### src/common/acs_pkg.sv
// package: constants and types of the channel sequencer
// Functional notes
// - both input-type bits 0: positive input per address, negative to ground
// - fully differential: addresses select pairs 0/1, 1/0, 2/3, 3/2
// - pseudo differential uses the same pair mapping as fully differential
// - sequencer off: each conversion uses address of the latest control write
// - sequence-control 11: convert channels 0 up to final address continuously
// - in sequence mode with differential inputs, skip inverse pairs
// - in sequence mode advance channel on each conversion start falling edge
// - a conversion takes 13 complete conversion clock periods from the host
// - abort the conversion when fewer than 13 clock periods arrive
// - track reprogramming while that precondition is unmet; sequencer undefined
// - range bit selects span of reference or twice reference
// - coding bit selects straight binary or twos complement results
// - coding 0 gives straight binary, coding 1 gives twos complement
// - power mode is taken from the two power select bits
// - 00 on, 01 shutdown after conversion, 10 standby after, 11 full shutdown
// - switches closed in acquisition, opened for the whole conversion
// - successive approximation logic makes the code, ends when rebalanced
// - address bits: next channel without sequencer, final channel with it
package acs_pkg;
  localparam logic [3:0]  ADDR_CTRL      = 4'h0;
  localparam logic [3:0]  ADDR_STATUS    = 4'h4;
  localparam logic [3:0]  ADDR_RESULT    = 4'h8;
  localparam logic [11:0] CTRL_RESET     = 12'h000;
  localparam int          CTRL_W         = 12;
  localparam int          RANGE_POS      = 0;
  localparam int          SEQUENCE_CONTROL_BIT0_POS       = 1;
  localparam int          SEQUENCE_CONTROL_BIT1_POS       = 2;
  localparam int          INPUT_TYPE_BIT0_POS      = 3;
  localparam int          INPUT_TYPE_BIT1_POS      = 4;
  localparam int          CHANNEL_ADDRESS_BIT0_POS       = 5;
  localparam int          CHANNEL_ADDRESS_BIT1_POS       = 6;
  localparam int          REF_POS        = 8;
  localparam int          CODING_POS     = 9;
  localparam int          PM0_POS        = 10;
  localparam int          PM1_POS        = 11;
  localparam int          ST_BUSY_POS    = 0;
  localparam int          ST_UNSAFE_POS  = 1;
  localparam int          ST_UNDEF_POS   = 2;
  localparam int          ST_ABORT_POS   = 3;
  localparam int          ST_CH_POS      = 4;
  localparam int          ST_PWR_POS     = 6;
  localparam logic [3:0]  CONV_PERIODS   = 4'hD;
  localparam logic [3:0]  SAR_STEPS      = 4'hC;
  localparam logic [2:0]  NEG_GROUND     = 3'h4;
  localparam logic [1:0]  RESP_OKAY      = 2'h0;
  localparam logic [1:0]  RESP_SLVERR    = 2'h2;
  typedef enum logic [0:0] {CS_IDLE = 1'b0, CS_CONV = 1'b1} acs_conv_type;
  typedef enum logic [1:0] {
    PWR_ON    = 2'b00,
    PWR_STBY  = 2'b01,
    PWR_SHUT  = 2'b10
  } acs_pwr_type;
endpackage : acs_pkg

### src/logic/acs_top.sv
// channel sequencer, conversion control and register slave
`timescale 1ns/1ps
module acs_top #(
  parameter int WIDTH = 12
) (
  input  wire logic             aclk,
  input  wire logic             aresetn,
  input  wire logic [3:0]       s_axi_awaddr,
  input  wire logic             s_axi_awvalid,
  output logic                  s_axi_awready,
  input  wire logic [31:0]      s_axi_wdata,
  input  wire logic [3:0]       s_axi_wstrb,
  input  wire logic             s_axi_wvalid,
  output logic                  s_axi_wready,
  output logic [1:0]            s_axi_bresp,
  output logic                  s_axi_bvalid,
  input  wire logic             s_axi_bready,
  input  wire logic [3:0]       s_axi_araddr,
  input  wire logic             s_axi_arvalid,
  output logic                  s_axi_arready,
  output logic [31:0]           s_axi_rdata,
  output logic [1:0]            s_axi_rresp,
  output logic                  s_axi_rvalid,
  input  wire logic             s_axi_rready,
  input  wire logic             conversion_start_n,
  input  wire logic             conversion_clock_in,
  input  wire logic             comparator_high,
  output logic [1:0]            vin_pos_sel,
  output logic [2:0]            vin_neg_sel,
  output logic                  sample_switch_closed,
  output logic                  comparator_balance_switch,
  output logic                  range_double,
  output logic                  coding_twos,
  output logic                  reference_internal,
  output logic [1:0]            power_state,
  output logic [WIDTH-1:0]      dac_code,
  output logic [WIDTH-1:0]      result_data,
  output logic                  result_valid
);
  localparam int CTRL_BITS = acs_pkg::CTRL_W;

  // register slave state
  logic                       aw_have_r, aw_have_nxt, w_have_r, w_have_nxt;
  logic [3:0]                 awaddr_r, awaddr_nxt;
  logic [31:0]                wdata_r, wdata_nxt;
  logic [3:0]                 wstrb_r, wstrb_nxt;
  logic                       bvalid_r, bvalid_nxt, rvalid_r, rvalid_nxt;
  logic [1:0]                 bresp_r, bresp_nxt, rresp_r, rresp_nxt;
  logic [31:0]                rdata_r, rdata_nxt;
  logic [CTRL_BITS-1:0]       ctrl_r, ctrl_nxt;
  logic                       ctrl_wr;

  // conversion state
  acs_pkg::acs_conv_type      cs_r, cs_nxt;
  acs_pkg::acs_pwr_type       pwr_r, pwr_nxt;
  logic                       cs_q_r, ck_q_r;
  logic [3:0]                 fall_cnt_r, fall_cnt_nxt;
  logic [2:0]                 seq_ch_r, seq_ch_nxt;
  logic [1:0]                 pos_r, pos_nxt;
  logic [2:0]                 neg_r, neg_nxt;
  logic                       unsafe_r, unsafe_nxt, undef_r, undef_nxt;
  logic                       abort_r, abort_nxt, done_r, done_nxt;
  logic                       cs_fall, cs_rise, ck_fall, start, sar_step, finish;
  logic                       seq_on, diff_in, reserved_in;
  logic [1:0]                 addr_bits, pm_bits, sel_ch;
  logic [2:0]                 seq_next;

  assign seq_on      = ctrl_r[acs_pkg::SEQUENCE_CONTROL_BIT1_POS] & ctrl_r[acs_pkg::SEQUENCE_CONTROL_BIT0_POS];
  assign diff_in     = ctrl_r[acs_pkg::INPUT_TYPE_BIT1_POS] ^ ctrl_r[acs_pkg::INPUT_TYPE_BIT0_POS];
  // reserved input type falls back to ground
  assign reserved_in = ctrl_r[acs_pkg::INPUT_TYPE_BIT1_POS] & ctrl_r[acs_pkg::INPUT_TYPE_BIT0_POS];
  assign addr_bits   = {ctrl_r[acs_pkg::CHANNEL_ADDRESS_BIT1_POS], ctrl_r[acs_pkg::CHANNEL_ADDRESS_BIT0_POS]};
  assign pm_bits     = {ctrl_r[acs_pkg::PM1_POS], ctrl_r[acs_pkg::PM0_POS]};
  assign cs_fall     = cs_q_r & ~conversion_start_n;
  assign cs_rise     = ~cs_q_r & conversion_start_n;
  assign ck_fall     = ck_q_r & ~conversion_clock_in;
  // starts are ignored in full shutdown so the host cannot wake it by accident
  assign start       = cs_fall && (pm_bits != 2'b11);
  // sar steps on the first twelve periods
  assign sar_step    = (cs_r == acs_pkg::CS_CONV) && ck_fall
                       && (fall_cnt_r < acs_pkg::SAR_STEPS);
  assign finish      = (cs_r == acs_pkg::CS_CONV) && ck_fall
                       && (fall_cnt_r == acs_pkg::CONV_PERIODS - 4'h1);
  // address is channel or sequence end
  assign sel_ch      = seq_on ? seq_ch_r[1:0] : addr_bits;

  always_comb
  begin
    seq_next = seq_ch_r + (diff_in ? 3'h2 : 3'h1);
    if (seq_next > {1'b0, addr_bits})
    begin
      seq_next = 3'h0;
    end
  end

  // register slave next values
  always_comb
  begin
    aw_have_nxt = aw_have_r;
    w_have_nxt  = w_have_r;
    awaddr_nxt  = awaddr_r;
    wdata_nxt   = wdata_r;
    wstrb_nxt   = wstrb_r;
    bvalid_nxt  = bvalid_r;
    bresp_nxt   = bresp_r;
    rvalid_nxt  = rvalid_r;
    rresp_nxt   = rresp_r;
    rdata_nxt   = rdata_r;
    ctrl_nxt    = ctrl_r;
    ctrl_wr     = 1'b0;
    if (s_axi_awvalid && s_axi_awready)
    begin
      aw_have_nxt = 1'b1;
      awaddr_nxt  = s_axi_awaddr;
    end
    if (s_axi_wvalid && s_axi_wready)
    begin
      w_have_nxt = 1'b1;
      wdata_nxt  = s_axi_wdata;
      wstrb_nxt  = s_axi_wstrb;
    end
    if (aw_have_r && w_have_r)
    begin
      aw_have_nxt = 1'b0;
      w_have_nxt  = 1'b0;
      bvalid_nxt  = 1'b1;
      bresp_nxt   = acs_pkg::RESP_SLVERR;
      if (awaddr_r == acs_pkg::ADDR_CTRL)
      begin
        bresp_nxt = acs_pkg::RESP_OKAY;
        ctrl_wr   = 1'b1;
        if (wstrb_r[0])
        begin
          ctrl_nxt[7:0] = wdata_r[7:0];
        end
        if (wstrb_r[1])
        begin
          ctrl_nxt[CTRL_BITS-1:8] = wdata_r[CTRL_BITS-1:8];
        end
      end
    end
    else if (bvalid_r && s_axi_bready)
    begin
      bvalid_nxt = 1'b0;
    end
    if (s_axi_arvalid && s_axi_arready)
    begin
      rvalid_nxt = 1'b1;
      rresp_nxt  = acs_pkg::RESP_OKAY;
      rdata_nxt  = 32'h0000_0000;
      if (s_axi_araddr == acs_pkg::ADDR_CTRL)
      begin
        rdata_nxt[CTRL_BITS-1:0] = ctrl_r;
      end
      else if (s_axi_araddr == acs_pkg::ADDR_STATUS)
      begin
        rdata_nxt[acs_pkg::ST_BUSY_POS]   = (cs_r == acs_pkg::CS_CONV);
        rdata_nxt[acs_pkg::ST_UNSAFE_POS] = unsafe_r;
        rdata_nxt[acs_pkg::ST_UNDEF_POS]  = undef_r;
        rdata_nxt[acs_pkg::ST_ABORT_POS]  = abort_r;
        rdata_nxt[acs_pkg::ST_CH_POS+:2]  = pos_r;
        rdata_nxt[acs_pkg::ST_PWR_POS+:2] = pwr_r;
      end
      else if (s_axi_araddr == acs_pkg::ADDR_RESULT)
      begin
        rdata_nxt[WIDTH-1:0] = result_data;
      end
      else
      begin
        rresp_nxt = acs_pkg::RESP_SLVERR;
      end
    end
    else if (rvalid_r && s_axi_rready)
    begin
      rvalid_nxt = 1'b0;
    end
  end

  always_ff @(posedge aclk)
  begin
    if (!aresetn)
    begin
      aw_have_r <= 1'b0;
      w_have_r  <= 1'b0;
      awaddr_r  <= 4'h0;
      wdata_r   <= 32'h0000_0000;
      wstrb_r   <= 4'h0;
      bvalid_r  <= 1'b0;
      bresp_r   <= 2'h0;
      rvalid_r  <= 1'b0;
      rresp_r   <= 2'h0;
      rdata_r   <= 32'h0000_0000;
      ctrl_r    <= acs_pkg::CTRL_RESET;
    end
    else
    begin
      aw_have_r <= aw_have_nxt;
      w_have_r  <= w_have_nxt;
      awaddr_r  <= awaddr_nxt;
      wdata_r   <= wdata_nxt;
      wstrb_r   <= wstrb_nxt;
      bvalid_r  <= bvalid_nxt;
      bresp_r   <= bresp_nxt;
      rvalid_r  <= rvalid_nxt;
      rresp_r   <= rresp_nxt;
      rdata_r   <= rdata_nxt;
      ctrl_r    <= ctrl_nxt;
    end
  end

  assign s_axi_awready = ~aw_have_r & ~bvalid_r;
  assign s_axi_wready  = ~w_have_r & ~bvalid_r;
  assign s_axi_bvalid  = bvalid_r;
  assign s_axi_bresp   = bresp_r;
  assign s_axi_arready = ~rvalid_r;
  assign s_axi_rvalid  = rvalid_r;
  assign s_axi_rresp   = rresp_r;
  assign s_axi_rdata   = rdata_r;

  // conversion and sequencer next values
  always_comb
  begin
    cs_nxt       = cs_r;
    pwr_nxt      = pwr_r;
    fall_cnt_nxt = fall_cnt_r;
    seq_ch_nxt   = seq_ch_r;
    pos_nxt      = pos_r;
    neg_nxt      = neg_r;
    unsafe_nxt   = unsafe_r;
    undef_nxt    = undef_r;
    abort_nxt    = abort_r;
    done_nxt     = 1'b0;
    if (cs_r == acs_pkg::CS_IDLE)
    begin
      pos_nxt = sel_ch;
      neg_nxt = acs_pkg::NEG_GROUND;
      // pair partner is address xor 1
      if (diff_in)
      begin
        neg_nxt = {1'b0, sel_ch ^ 2'b01};
      end
    end
    if (ck_fall && (cs_r == acs_pkg::CS_CONV))
    begin
      fall_cnt_nxt = fall_cnt_r + 4'h1;
    end
    if (finish)
    begin
      cs_nxt   = acs_pkg::CS_IDLE;
      done_nxt = 1'b1;
    end
    // start rise or clock fall restores safety
    if (cs_rise || ck_fall)
    begin
      unsafe_nxt = 1'b0;
    end
    if (start)
    begin
      if ((cs_r == acs_pkg::CS_CONV) && !finish)
      begin
        abort_nxt = 1'b1;
        // past twelve and a half periods
        if ((fall_cnt_r == acs_pkg::SAR_STEPS) && ck_q_r && !ck_fall)
        begin
          unsafe_nxt = 1'b1;
        end
      end
      cs_nxt       = acs_pkg::CS_CONV;
      fall_cnt_nxt = 4'h0;
      pwr_nxt      = acs_pkg::PWR_ON;
      if (seq_on)
      begin
        seq_ch_nxt = seq_next;
      end
    end
    if (finish && (pm_bits == 2'b01))
    begin
      pwr_nxt = acs_pkg::PWR_SHUT;
    end
    else if (finish && (pm_bits == 2'b10))
    begin
      pwr_nxt = acs_pkg::PWR_STBY;
    end
    // full shutdown keeps the control register
    if (pm_bits == 2'b11)
    begin
      pwr_nxt = acs_pkg::PWR_SHUT;
    end
    if (ctrl_wr)
    begin
      seq_ch_nxt = 3'h0;
      // an abort in the same cycle wins over the clear
      if (!(start && (cs_r == acs_pkg::CS_CONV) && !finish))
      begin
        abort_nxt = 1'b0;
      end
      undef_nxt  = unsafe_r;
    end
  end

  always_ff @(posedge aclk)
  begin
    if (!aresetn)
    begin
      cs_r       <= acs_pkg::CS_IDLE;
      pwr_r      <= acs_pkg::PWR_ON;
      cs_q_r     <= 1'b1;
      ck_q_r     <= 1'b0;
      fall_cnt_r <= 4'h0;
      seq_ch_r   <= 3'h0;
      pos_r      <= 2'h0;
      neg_r      <= acs_pkg::NEG_GROUND;
      unsafe_r   <= 1'b0;
      undef_r    <= 1'b0;
      abort_r    <= 1'b0;
      done_r     <= 1'b0;
    end
    else
    begin
      cs_r       <= cs_nxt;
      pwr_r      <= pwr_nxt;
      cs_q_r     <= conversion_start_n;
      ck_q_r     <= conversion_clock_in;
      fall_cnt_r <= fall_cnt_nxt;
      seq_ch_r   <= seq_ch_nxt;
      pos_r      <= pos_nxt;
      neg_r      <= neg_nxt;
      unsafe_r   <= unsafe_nxt;
      undef_r    <= undef_nxt;
      abort_r    <= abort_nxt;
      done_r     <= done_nxt;
    end
  end

  acs_sar #(
    .WIDTH           (WIDTH)
  ) u_sar (
    .aclk            (aclk),
    .aresetn         (aresetn),
    .start           (start),
    .step            (sar_step),
    .finish          (finish),
    .comparator_high (comparator_high),
    .coding_twos     (coding_twos),
    .dac_code        (dac_code),
    .result_data     (result_data)
  );

  assign vin_pos_sel               = pos_r;
  assign vin_neg_sel               = neg_r;
  assign sample_switch_closed      = (cs_r == acs_pkg::CS_IDLE);
  assign comparator_balance_switch = (cs_r == acs_pkg::CS_IDLE);
  assign range_double              = ctrl_r[acs_pkg::RANGE_POS];
  assign coding_twos               = ctrl_r[acs_pkg::CODING_POS];
  assign reference_internal        = ctrl_r[acs_pkg::REF_POS];
  assign power_state               = pwr_r;
  assign result_valid              = done_r;
endmodule : acs_top

### src/logic/acs_sar.sv
// successive approximation register with result coding
`timescale 1ns/1ps
module acs_sar #(
  parameter int WIDTH = 12
) (
  input  wire logic             aclk,
  input  wire logic             aresetn,
  input  wire logic             start,
  input  wire logic             step,
  input  wire logic             finish,
  input  wire logic             comparator_high,
  input  wire logic             coding_twos,
  output logic [WIDTH-1:0]      dac_code,
  output logic [WIDTH-1:0]      result_data
);
  logic [WIDTH-1:0] code_r, code_nxt, mask_r, mask_nxt, res_r, res_nxt;

  always_comb
  begin
    code_nxt = code_r;
    mask_nxt = mask_r;
    res_nxt  = res_r;
    if (start)
    begin
      code_nxt = {1'b1, {(WIDTH-1){1'b0}}};
      mask_nxt = {1'b1, {(WIDTH-1){1'b0}}};
    end
    else if (step && (mask_r != '0))
    begin
      code_nxt = (comparator_high ? code_r : (code_r & ~mask_r)) | (mask_r >> 1);
      mask_nxt = mask_r >> 1;
    end
    if (finish)
    begin
      res_nxt = coding_twos ? {~code_r[WIDTH-1], code_r[WIDTH-2:0]} : code_r;
    end
  end

  always_ff @(posedge aclk)
  begin
    if (!aresetn)
    begin
      code_r <= '0;
      mask_r <= '0;
      res_r  <= '0;
    end
    else
    begin
      code_r <= code_nxt;
      mask_r <= mask_nxt;
      res_r  <= res_nxt;
    end
  end

  assign dac_code    = code_r;
  assign result_data = res_r;
endmodule : acs_sar

### config.mk
export PLATFORM = sky130hd
export DESIGN_NAME = acs_top
export DESIGN_NICKNAME = d
export VERILOG_FILES = /design/src/common/acs_pkg.sv /design/src/logic/acs_top.sv /design/src/logic/acs_sar.sv
export SDC_FILE = /design/constraint.sdc
export NUM_CORES = 1
export LEC_CHECK = 0
export ABC_AREA = 1
export BUFFER_PORTS_ARGS = -buffer_cell sky130_fd_sc_hd__buf_2
export CORE_ASPECT_RATIO = 1.2
export CORE_MARGIN = 2
export CORE_UTILIZATION = 55
export CTS_BUF_LIST = sky130_fd_sc_hd__clkbuf_16
export CTS_CLUSTER_SIZE = 14
export DETAILED_ROUTE_END_ITERATION = 12
export GPL_ROUTABILITY_DRIVEN = 0
export PLACE_DENSITY = 0.83
export REMOVE_ABC_BUFFERS = 1
export SLEW_MARGIN = 20
export SYNTH_ARGS = -nofsm -noshare
export SYNTH_HDL_FRONTEND = slang
export SYNTH_HIERARCHICAL = 1
export SYNTH_SLANG_ARGS = --single-unit
### constraint.sdc
create_clock -name aclk -period 3.4 [get_ports aclk]
set_clock_uncertainty 0.05 [all_clocks]
set_input_delay 0.17 -clock aclk [delete_from_list [all_inputs] [get_ports aclk]]
set_output_delay 0.17 -clock aclk [all_outputs]
set_load 0.05 [all_outputs]
==> impl_results.md, run 1 <==
* Status: finished, final reports clean
* H-Tree Level Count at 3
* Clk slew on worst S/H paths at 70 ps
* FF+latch count, synth at 105
* Fillers at 721
* Mapped Cells at 675
* Post-CTS setup buffers at 0
* CP required at 3580 ps
* Grt ovf at 0
* Post-DRT Antenna Nets at 0
* Die area at 0.00949 mm²
* First-pass GRT wire length at 17300 µm
* Largest stage delay, worst path at 510 ps
* Leading area contributor after synthesis: dfxtp_1
* Most frequent cells in the layout: nand2_1, dfxtp_1, nor2_1
* CTS resizes at 0
* Pwr per Cell Area at 474 mW/mm²
* Crit path kind: reg2reg
* Die Span Y at 106 µm
* DRC viols at 0
* Sequential fraction of design power at 0.505
* Tcrit/Tclk final at 0.707
* Fmax at 0.416 GHz
* Family with the most delay on the worst path: adder cells
* Clock Tree Buf Depth at 2
* Slew margin rel. at 0.319
* Syn Area/Cell at 7.11 µm²
* Drt initial violations at 295
* Row count at 37
* Largest cells by area after synthesis: dfxtp_1, nand2_1, nor2_1
* Power share of the clock group at 0.367
* Commonest non-fill, non-tap cell in the layout: nand2_1
* CP bufs+invs at 2
* Crit-path cells: xor2_1, inv_1, ha_1, fa_1, ha_1, inv_1, o21bai_1, nand2_1, nand3_1, a21oi_1
* Least-Margin Pin Slew at 1020 ps
* CP startpoint kind: flip-flop
* Fraction of layout cells with a size suffix above 1 at 0.161
* Vias at 4359
* Insertion delay to the later sink of the worst-skew pair at 340 ps
* Initial Util at 0.563
* Post-placement cell area at 0.00513 mm²
* WL per Instance at 12.1 µm
* Slowest cell on crit path: fa_1
* Worst vdd ir at 0.279 mV
* CTS Buf Count at 9
* Net Switching at 0.726 mW
* Max-cap violations at 0
* Unrepaired setup endpoints after global routing: no
* Logic pwr share at 0.128
* HPWL after DPL at 7660 µm
* Post-synthesis async set-or-reset flop share at 0
* Min-Delay Path Class: in2reg
* Post-synth EDFFs at 0
* Main synth FF type: dfxtp_1
* Worst-path maximum fanout at 4
* Core Area at 0.00852 mm²
* Minimum clock period at 2400 ps
* Mapped Area at 0.00480 mm²
* Total global-route track usage at 0.228
* Register area at 0.00210 mm²
* Vias in the first global route at 3869
* Nets at 808
* Leakage power at 2.61 nW
* Final Setup Violations at 0
* Clk sinks at 105
* Crit end category: flip-flop
* Root buffer cell: clkbuf_16
* DRT Pass-1 Iters at 5
* Area Growth Syn to Fin at 12.9%
* Register area share after synthesis at 0.438
* Vias per Instance at 5.01
* CTS tree: done
* Final wirelength at 10500 µm
* Final Instance Area at 0.00542 mm²
* Setup_tns at 0 ps
* Synth warn at 6
* Multi-input logic area at 0.00213 mm²
* Sw Share at 0.283
* Ports at 132
* Die X at 89.3 µm
* WP data arrival at 2580 ps
* Hold Vio Cnt, Final at 0
* Count of pins over their slew limit at 0
* Initial antenna violation count at 0
* Synth unique cells at 35
* Top cell type's share of synthesized area at 0.438
* ANT cells at 0
* Internal power at 1.84 mW
* Tot Pwr at 2.57 mW
* Largest net degree at the start of global routing at 55
* Hold buffer count at cts at 2
* Port Buf Inserts at 87
cell families after synthesis:
logic type,after synthesis,share of synthesized area
XOR/XNOR,3,0.00548
AO/OA/AOI/OAI,126,0.138
AND/OR/NAND/NOR,304,0.267
buffers and inverters,130,0.134
flip-flops,105,0.438
adder cells (fa/ha/maj),6,0.0172
other,1,0.000781
tightest hold or removal path, cell delays in order:
cell,delay [ps]
buf_2,70
o21ai_0,70
nor2_1,70
metrics by stage:
| stage | worst slack, ps | cells | hold WS [ps] | utilization |
|---|---|---|---|---|
| 2_1_floorplan | 1030 | 647 | 189 | - |
| 3_3_place_gp | 1160 | 852 | 345 | 0.602 |
| 3_5_place_dp | 1020 | 852 | 340 | 0.602 |
| 4_1_cts | 983 | 870 | 15.5 | 0.636 |
| 5_1_grt | 841 | 870 | 38.5 | 0.636 |
| 6_report | 998 | 870 | 22.7 | 0.636 |
synth_stat cells (7+ instances only):
| master | instances |
|---|---|
| a21oi_1 | 59 |
| buf_2 | 7 |
| buf_4 | 25 |
| buf_6 | 7 |
| clkbuf_1 | 9 |
| dfxtp_1 | 105 |
| inv_1 | 77 |
| nand2_1 | 169 |
| nand3_1 | 22 |
| nand4_1 | 10 |
| nor2_1 | 90 |
| o21ai_0 | 55 |
flip-flops by register name, indices dropped and copies added (netlist names), 2 cells and up:
| name | flops |
|---|---|
| power_state | 2 |
| s_axi_rdata | 12 |
| awaddr_r | 4 |
| fall_cnt_r | 4 |
| vin_neg_sel | 3 |
| seq_ch_r | 3 |
| u_sar/mask_r | 12 |
| u_sar/dac_code | 12 |
| vin_pos_sel | 2 |
| wstrb_r | 2 |
| wdata_r | 12 |
| ctrl_r | 12 |
| u_sar/result_data | 12 |
final cells by class:
class | instances | area share
well taps | 117 | 0.0270
flip-flops and latches | 105 | 0.388
clock inverters | 7 | 0.00854
multi-input cells | 461 | 0.394
inverters | 81 | 0.0561
repair buffers | 90 | 0.0854
clock buffers | 9 | 0.0416
per-layer routing:
layer / vias to the layer above / track usage / share of wire / wire length [µm]
met5: - / 0 / 0 / 0
met1: 1945 / 0.295 / 0.43 / 4560
met4: 0 / 0.0778 / 0.014 / 146
met2: 179 / 0.370 / 0.48 / 5070
met3: 17 / 0.0551 / 0.070 / 733
li1: 2218 / - / - / -
power groups by stage:
stage / Sequential (mW) / Clock [mW] / Combinational (mW)
2_1_floorplan: 1.37 / 0 / 0.191
3_3_place_gp: 1.32 / 0 / 0.319
3_5_place_dp: 1.33 / 0 / 0.326
4_1_cts: 1.30 / 0.962 / 0.329
5_1_grt: 1.30 / 1.01 / 0.360
6_report: 1.30 / 0.942 / 0.328
worst paths after layout:
check                          from                       end  slack (ps)  cells after the start
max reg2reg  ctrl_r[4]$_SDFFE_PN0P_  seq_ch_r[0]$_SDFFE_PP0P_        1000                     10
min reg2reg    undef_r$_SDFFE_PN0P_      undef_r$_SDFFE_PN0P_         400                      2
min                 s_axi_awaddr[1]  awaddr_r[1]$_SDFFE_PN0P_          20                      3
max          ctrl_r[4]$_SDFFE_PN0P_  seq_ch_r[0]$_SDFFE_PP0P_        1000                     10
No activity file was read; power rests on OpenSTA's default activity.
==> inputs of run 2 (changes only) <==
- CORE_UTILIZATION: 55 -> 52
- PLACE_DENSITY: 0.83 -> 0.79
- clock period: 3.4 -> 2.4 ns (I/O delays scaled with it)
==> impl_results.md, run 2 (synthesized netlist as in run 1, its figures left out) <==
* Drt initial violations at 324 (+9.8%)
* Setup_tns at 0 ps (unchanged)
* Worst vdd ir at 0.407 mV (+46%)
* Hold Vio Cnt, Final at 0 (unchanged)
* Reg2reg start: ctrl_r[3]$_SDFFE_PN0P_
* Worst slack, placed at 267 ps (-755 ps)
* Initial Util at 0.531 (-0.0322)
* Die area at 0.0100 mm² (+5.5%)
* R2R Setup Slk at 250 ps (-750 ps)
* Final Setup Violations at 0 (unchanged)
* Final Instance Area at 0.00554 mm² (+2.2%)
* Initial antenna violation count at 0 (unchanged)
* Vias in the first global route at 3874 (+0.13%)
* Top routing layer in use: met4
* FF-to-FF End: seq_ch_r[0]$_SDFFE_PP0P_
* HPWL after DPL at 7660 µm (about the same)
* Unrepaired setup endpoints after global routing: no
* WL per Instance at 12.2 µm (+0.70%)
* Vias per Instance at 4.96 (-1.1%)
* Hold Crit Start: s_axi_wdata[2]
* DRC viols at 0 (unchanged)
* First-pass GRT wire length at 17200 µm (-0.80%)
* Minimum clock period at 2150 ps (-249 ps)
* Met2 Routed Length at 5170 µm (+2.1%)
* Post-placement cell area at 0.00516 mm² (+0.66%)
* Total global-route track usage at 0.213 (-0.0157)
* Leakage power at 2.67 nW (+2.3%)
* Fin worst setup slack at 247 ps (-751 ps)
* Root buffer cell: clkbuf_16
* CP required at 2580 ps (-1000 ps)
* Fmax at 0.465 GHz (+12%)
* Insertion delay to the later sink of the worst-skew pair at 340 ps (about the same)
* Least-Margin Pin Slew at 772 ps (-248 ps)
* Tcrit/Tclk final at 0.897 (+0.190)
* Die X at 91.7 µm (+2.7%)
* WHS Path Cells at 3 (unchanged)
* Vias at 4382 (+0.53%)
* Pwr per Cell Area at 675 mW/mm² (+43%)
* Die Span Y at 109 µm (+2.7%)
* Worst-path maximum fanout at 3 (-1)
* Commonest non-fill, non-tap cell in the layout: nand2_1
* Clock Tree Buf Depth at 2 (unchanged)
* CP startpoint kind: flip-flop
* Max-cap violations at 0 (unchanged)
* Reg2Reg Depth at 10 (unchanged)
* Final wirelength at 10700 µm (+2.3%)
* Count of pins over their slew limit at 0 (unchanged)
* Min-Delay Path Class: in2reg
* Area Growth Syn to Fin at 15.4%
* Clk slew on worst S/H paths at 70 ps (about the same)
* WP data arrival at 2340 ps (-240 ps)
* H-Tree Level Count at 3 (unchanged)
* Post-DRT Antenna Nets at 0 (unchanged)
* ANT cells at 0 (unchanged)
* Hold Path Sink: wdata_r[2]$_SDFFE_PN0P_
* Ports at 132 (unchanged)
* Status: finished, final reports clean
* Crit path kind: reg2reg
* Port Buf Inserts at 87 (unchanged)
* Nets at 819 (+1.4%)
* Grt ovf at 0 (unchanged)
* Met3 WL at 748 µm (+2.0%)
* Crit end category: flip-flop
* Slew margin rel. at 0.484 (+0.165)
* Most frequent cells in the layout: nand2_1, dfxtp_1, nor2_1
* Largest net degree at the start of global routing at 30 (-45%)
* DRT Pass-1 Iters at 7 (+2)
* Clk sinks at 105 (unchanged)
* CTS Buf Count at 9 (unchanged)
* Met1 wire length at 4630 µm (+1.7%)
* Row count at 38 (+2.7%)
* CTS tree: done
* Fraction of layout cells with a size suffix above 1 at 0.162 (+0.00161)
* Core Area at 0.00903 mm² (+6.1%)
run 2: area by class of cell:
class / count / area, µm²
repair buffers: 101 / 563
inverters: 81 / 304
well taps: 120 / 150
clock buffers: 9 / 225
flip-flops and latches: 105 / 2100
multi-input cells: 461 / 2130
clock inverters: 7 / 62.6
fillers: 832 / 3490
run 2: timing repair:
action | CTS | global route
hold endpoints to repair | 9 | 0
setup buffers | 0 | 0
hold buffers | 9 | 0
resized for setup | 0 | 0
run 2: worst max-delay path by stage:
stage                                    from                        to  slack (ps)
floorplan           s_axi_bvalid$_SDFFE_PN0P_   wdata_r[0]$_SDFFE_PN0P_          30
global placement       ctrl_r[4]$_SDFFE_PN0P_  seq_ch_r[0]$_SDFFE_PP0P_         330
detailed placement     ctrl_r[3]$_SDFFE_PN0P_  seq_ch_r[0]$_SDFFE_PP0P_         270
CTS                    ctrl_r[3]$_SDFFE_PN0P_  seq_ch_r[0]$_SDFFE_PP0P_         250
global route           ctrl_r[3]$_SDFFE_PN0P_  seq_ch_r[0]$_SDFFE_PP0P_         120
finish                 ctrl_r[3]$_SDFFE_PN0P_  seq_ch_r[0]$_SDFFE_PP0P_         250
run 2: layer usage:
metal	GRT usage	vias to the layer above
li1	-	2245
met1	0.264	1964
met2	0.357	154
met3	0.0581	19
met4	0.0768	0
met5	0	-
run 2: critical path, stage by stage, from the launching register on:
cell,delay (ps)
dfxtp_1,370
xor2_1,190
inv_1,60
ha_1,200
fa_1,480
ha_1,310
inv_1,40
o21bai_1,110
nand2_1,90
nand3_1,80
a21oi_1,70
run 2: metrics by stage:
stage / util / instances / hold WS, ps / power [mW]
final: 0.613 / 884 / 5.97 / 3.74
after global routing: 0.613 / 884 / 5.08 / 3.89
after CTS: 0.613 / 884 / 0.431 / 3.77
after detailed placement: 0.571 / 859 / 306 / 2.34
after global placement: 0.571 / 859 / 303 / 2.33
after floorplan: - / 647 / 139 / 2.22
run 2: report_power, final:
group	leakage (nW)	total [mW]	switching, mW	internal [mW]
registers	0.855	1.84	0.0344	1.81
logic	1.67	0.479	0.365	0.114
clock network	0.142	1.42	0.626	0.798
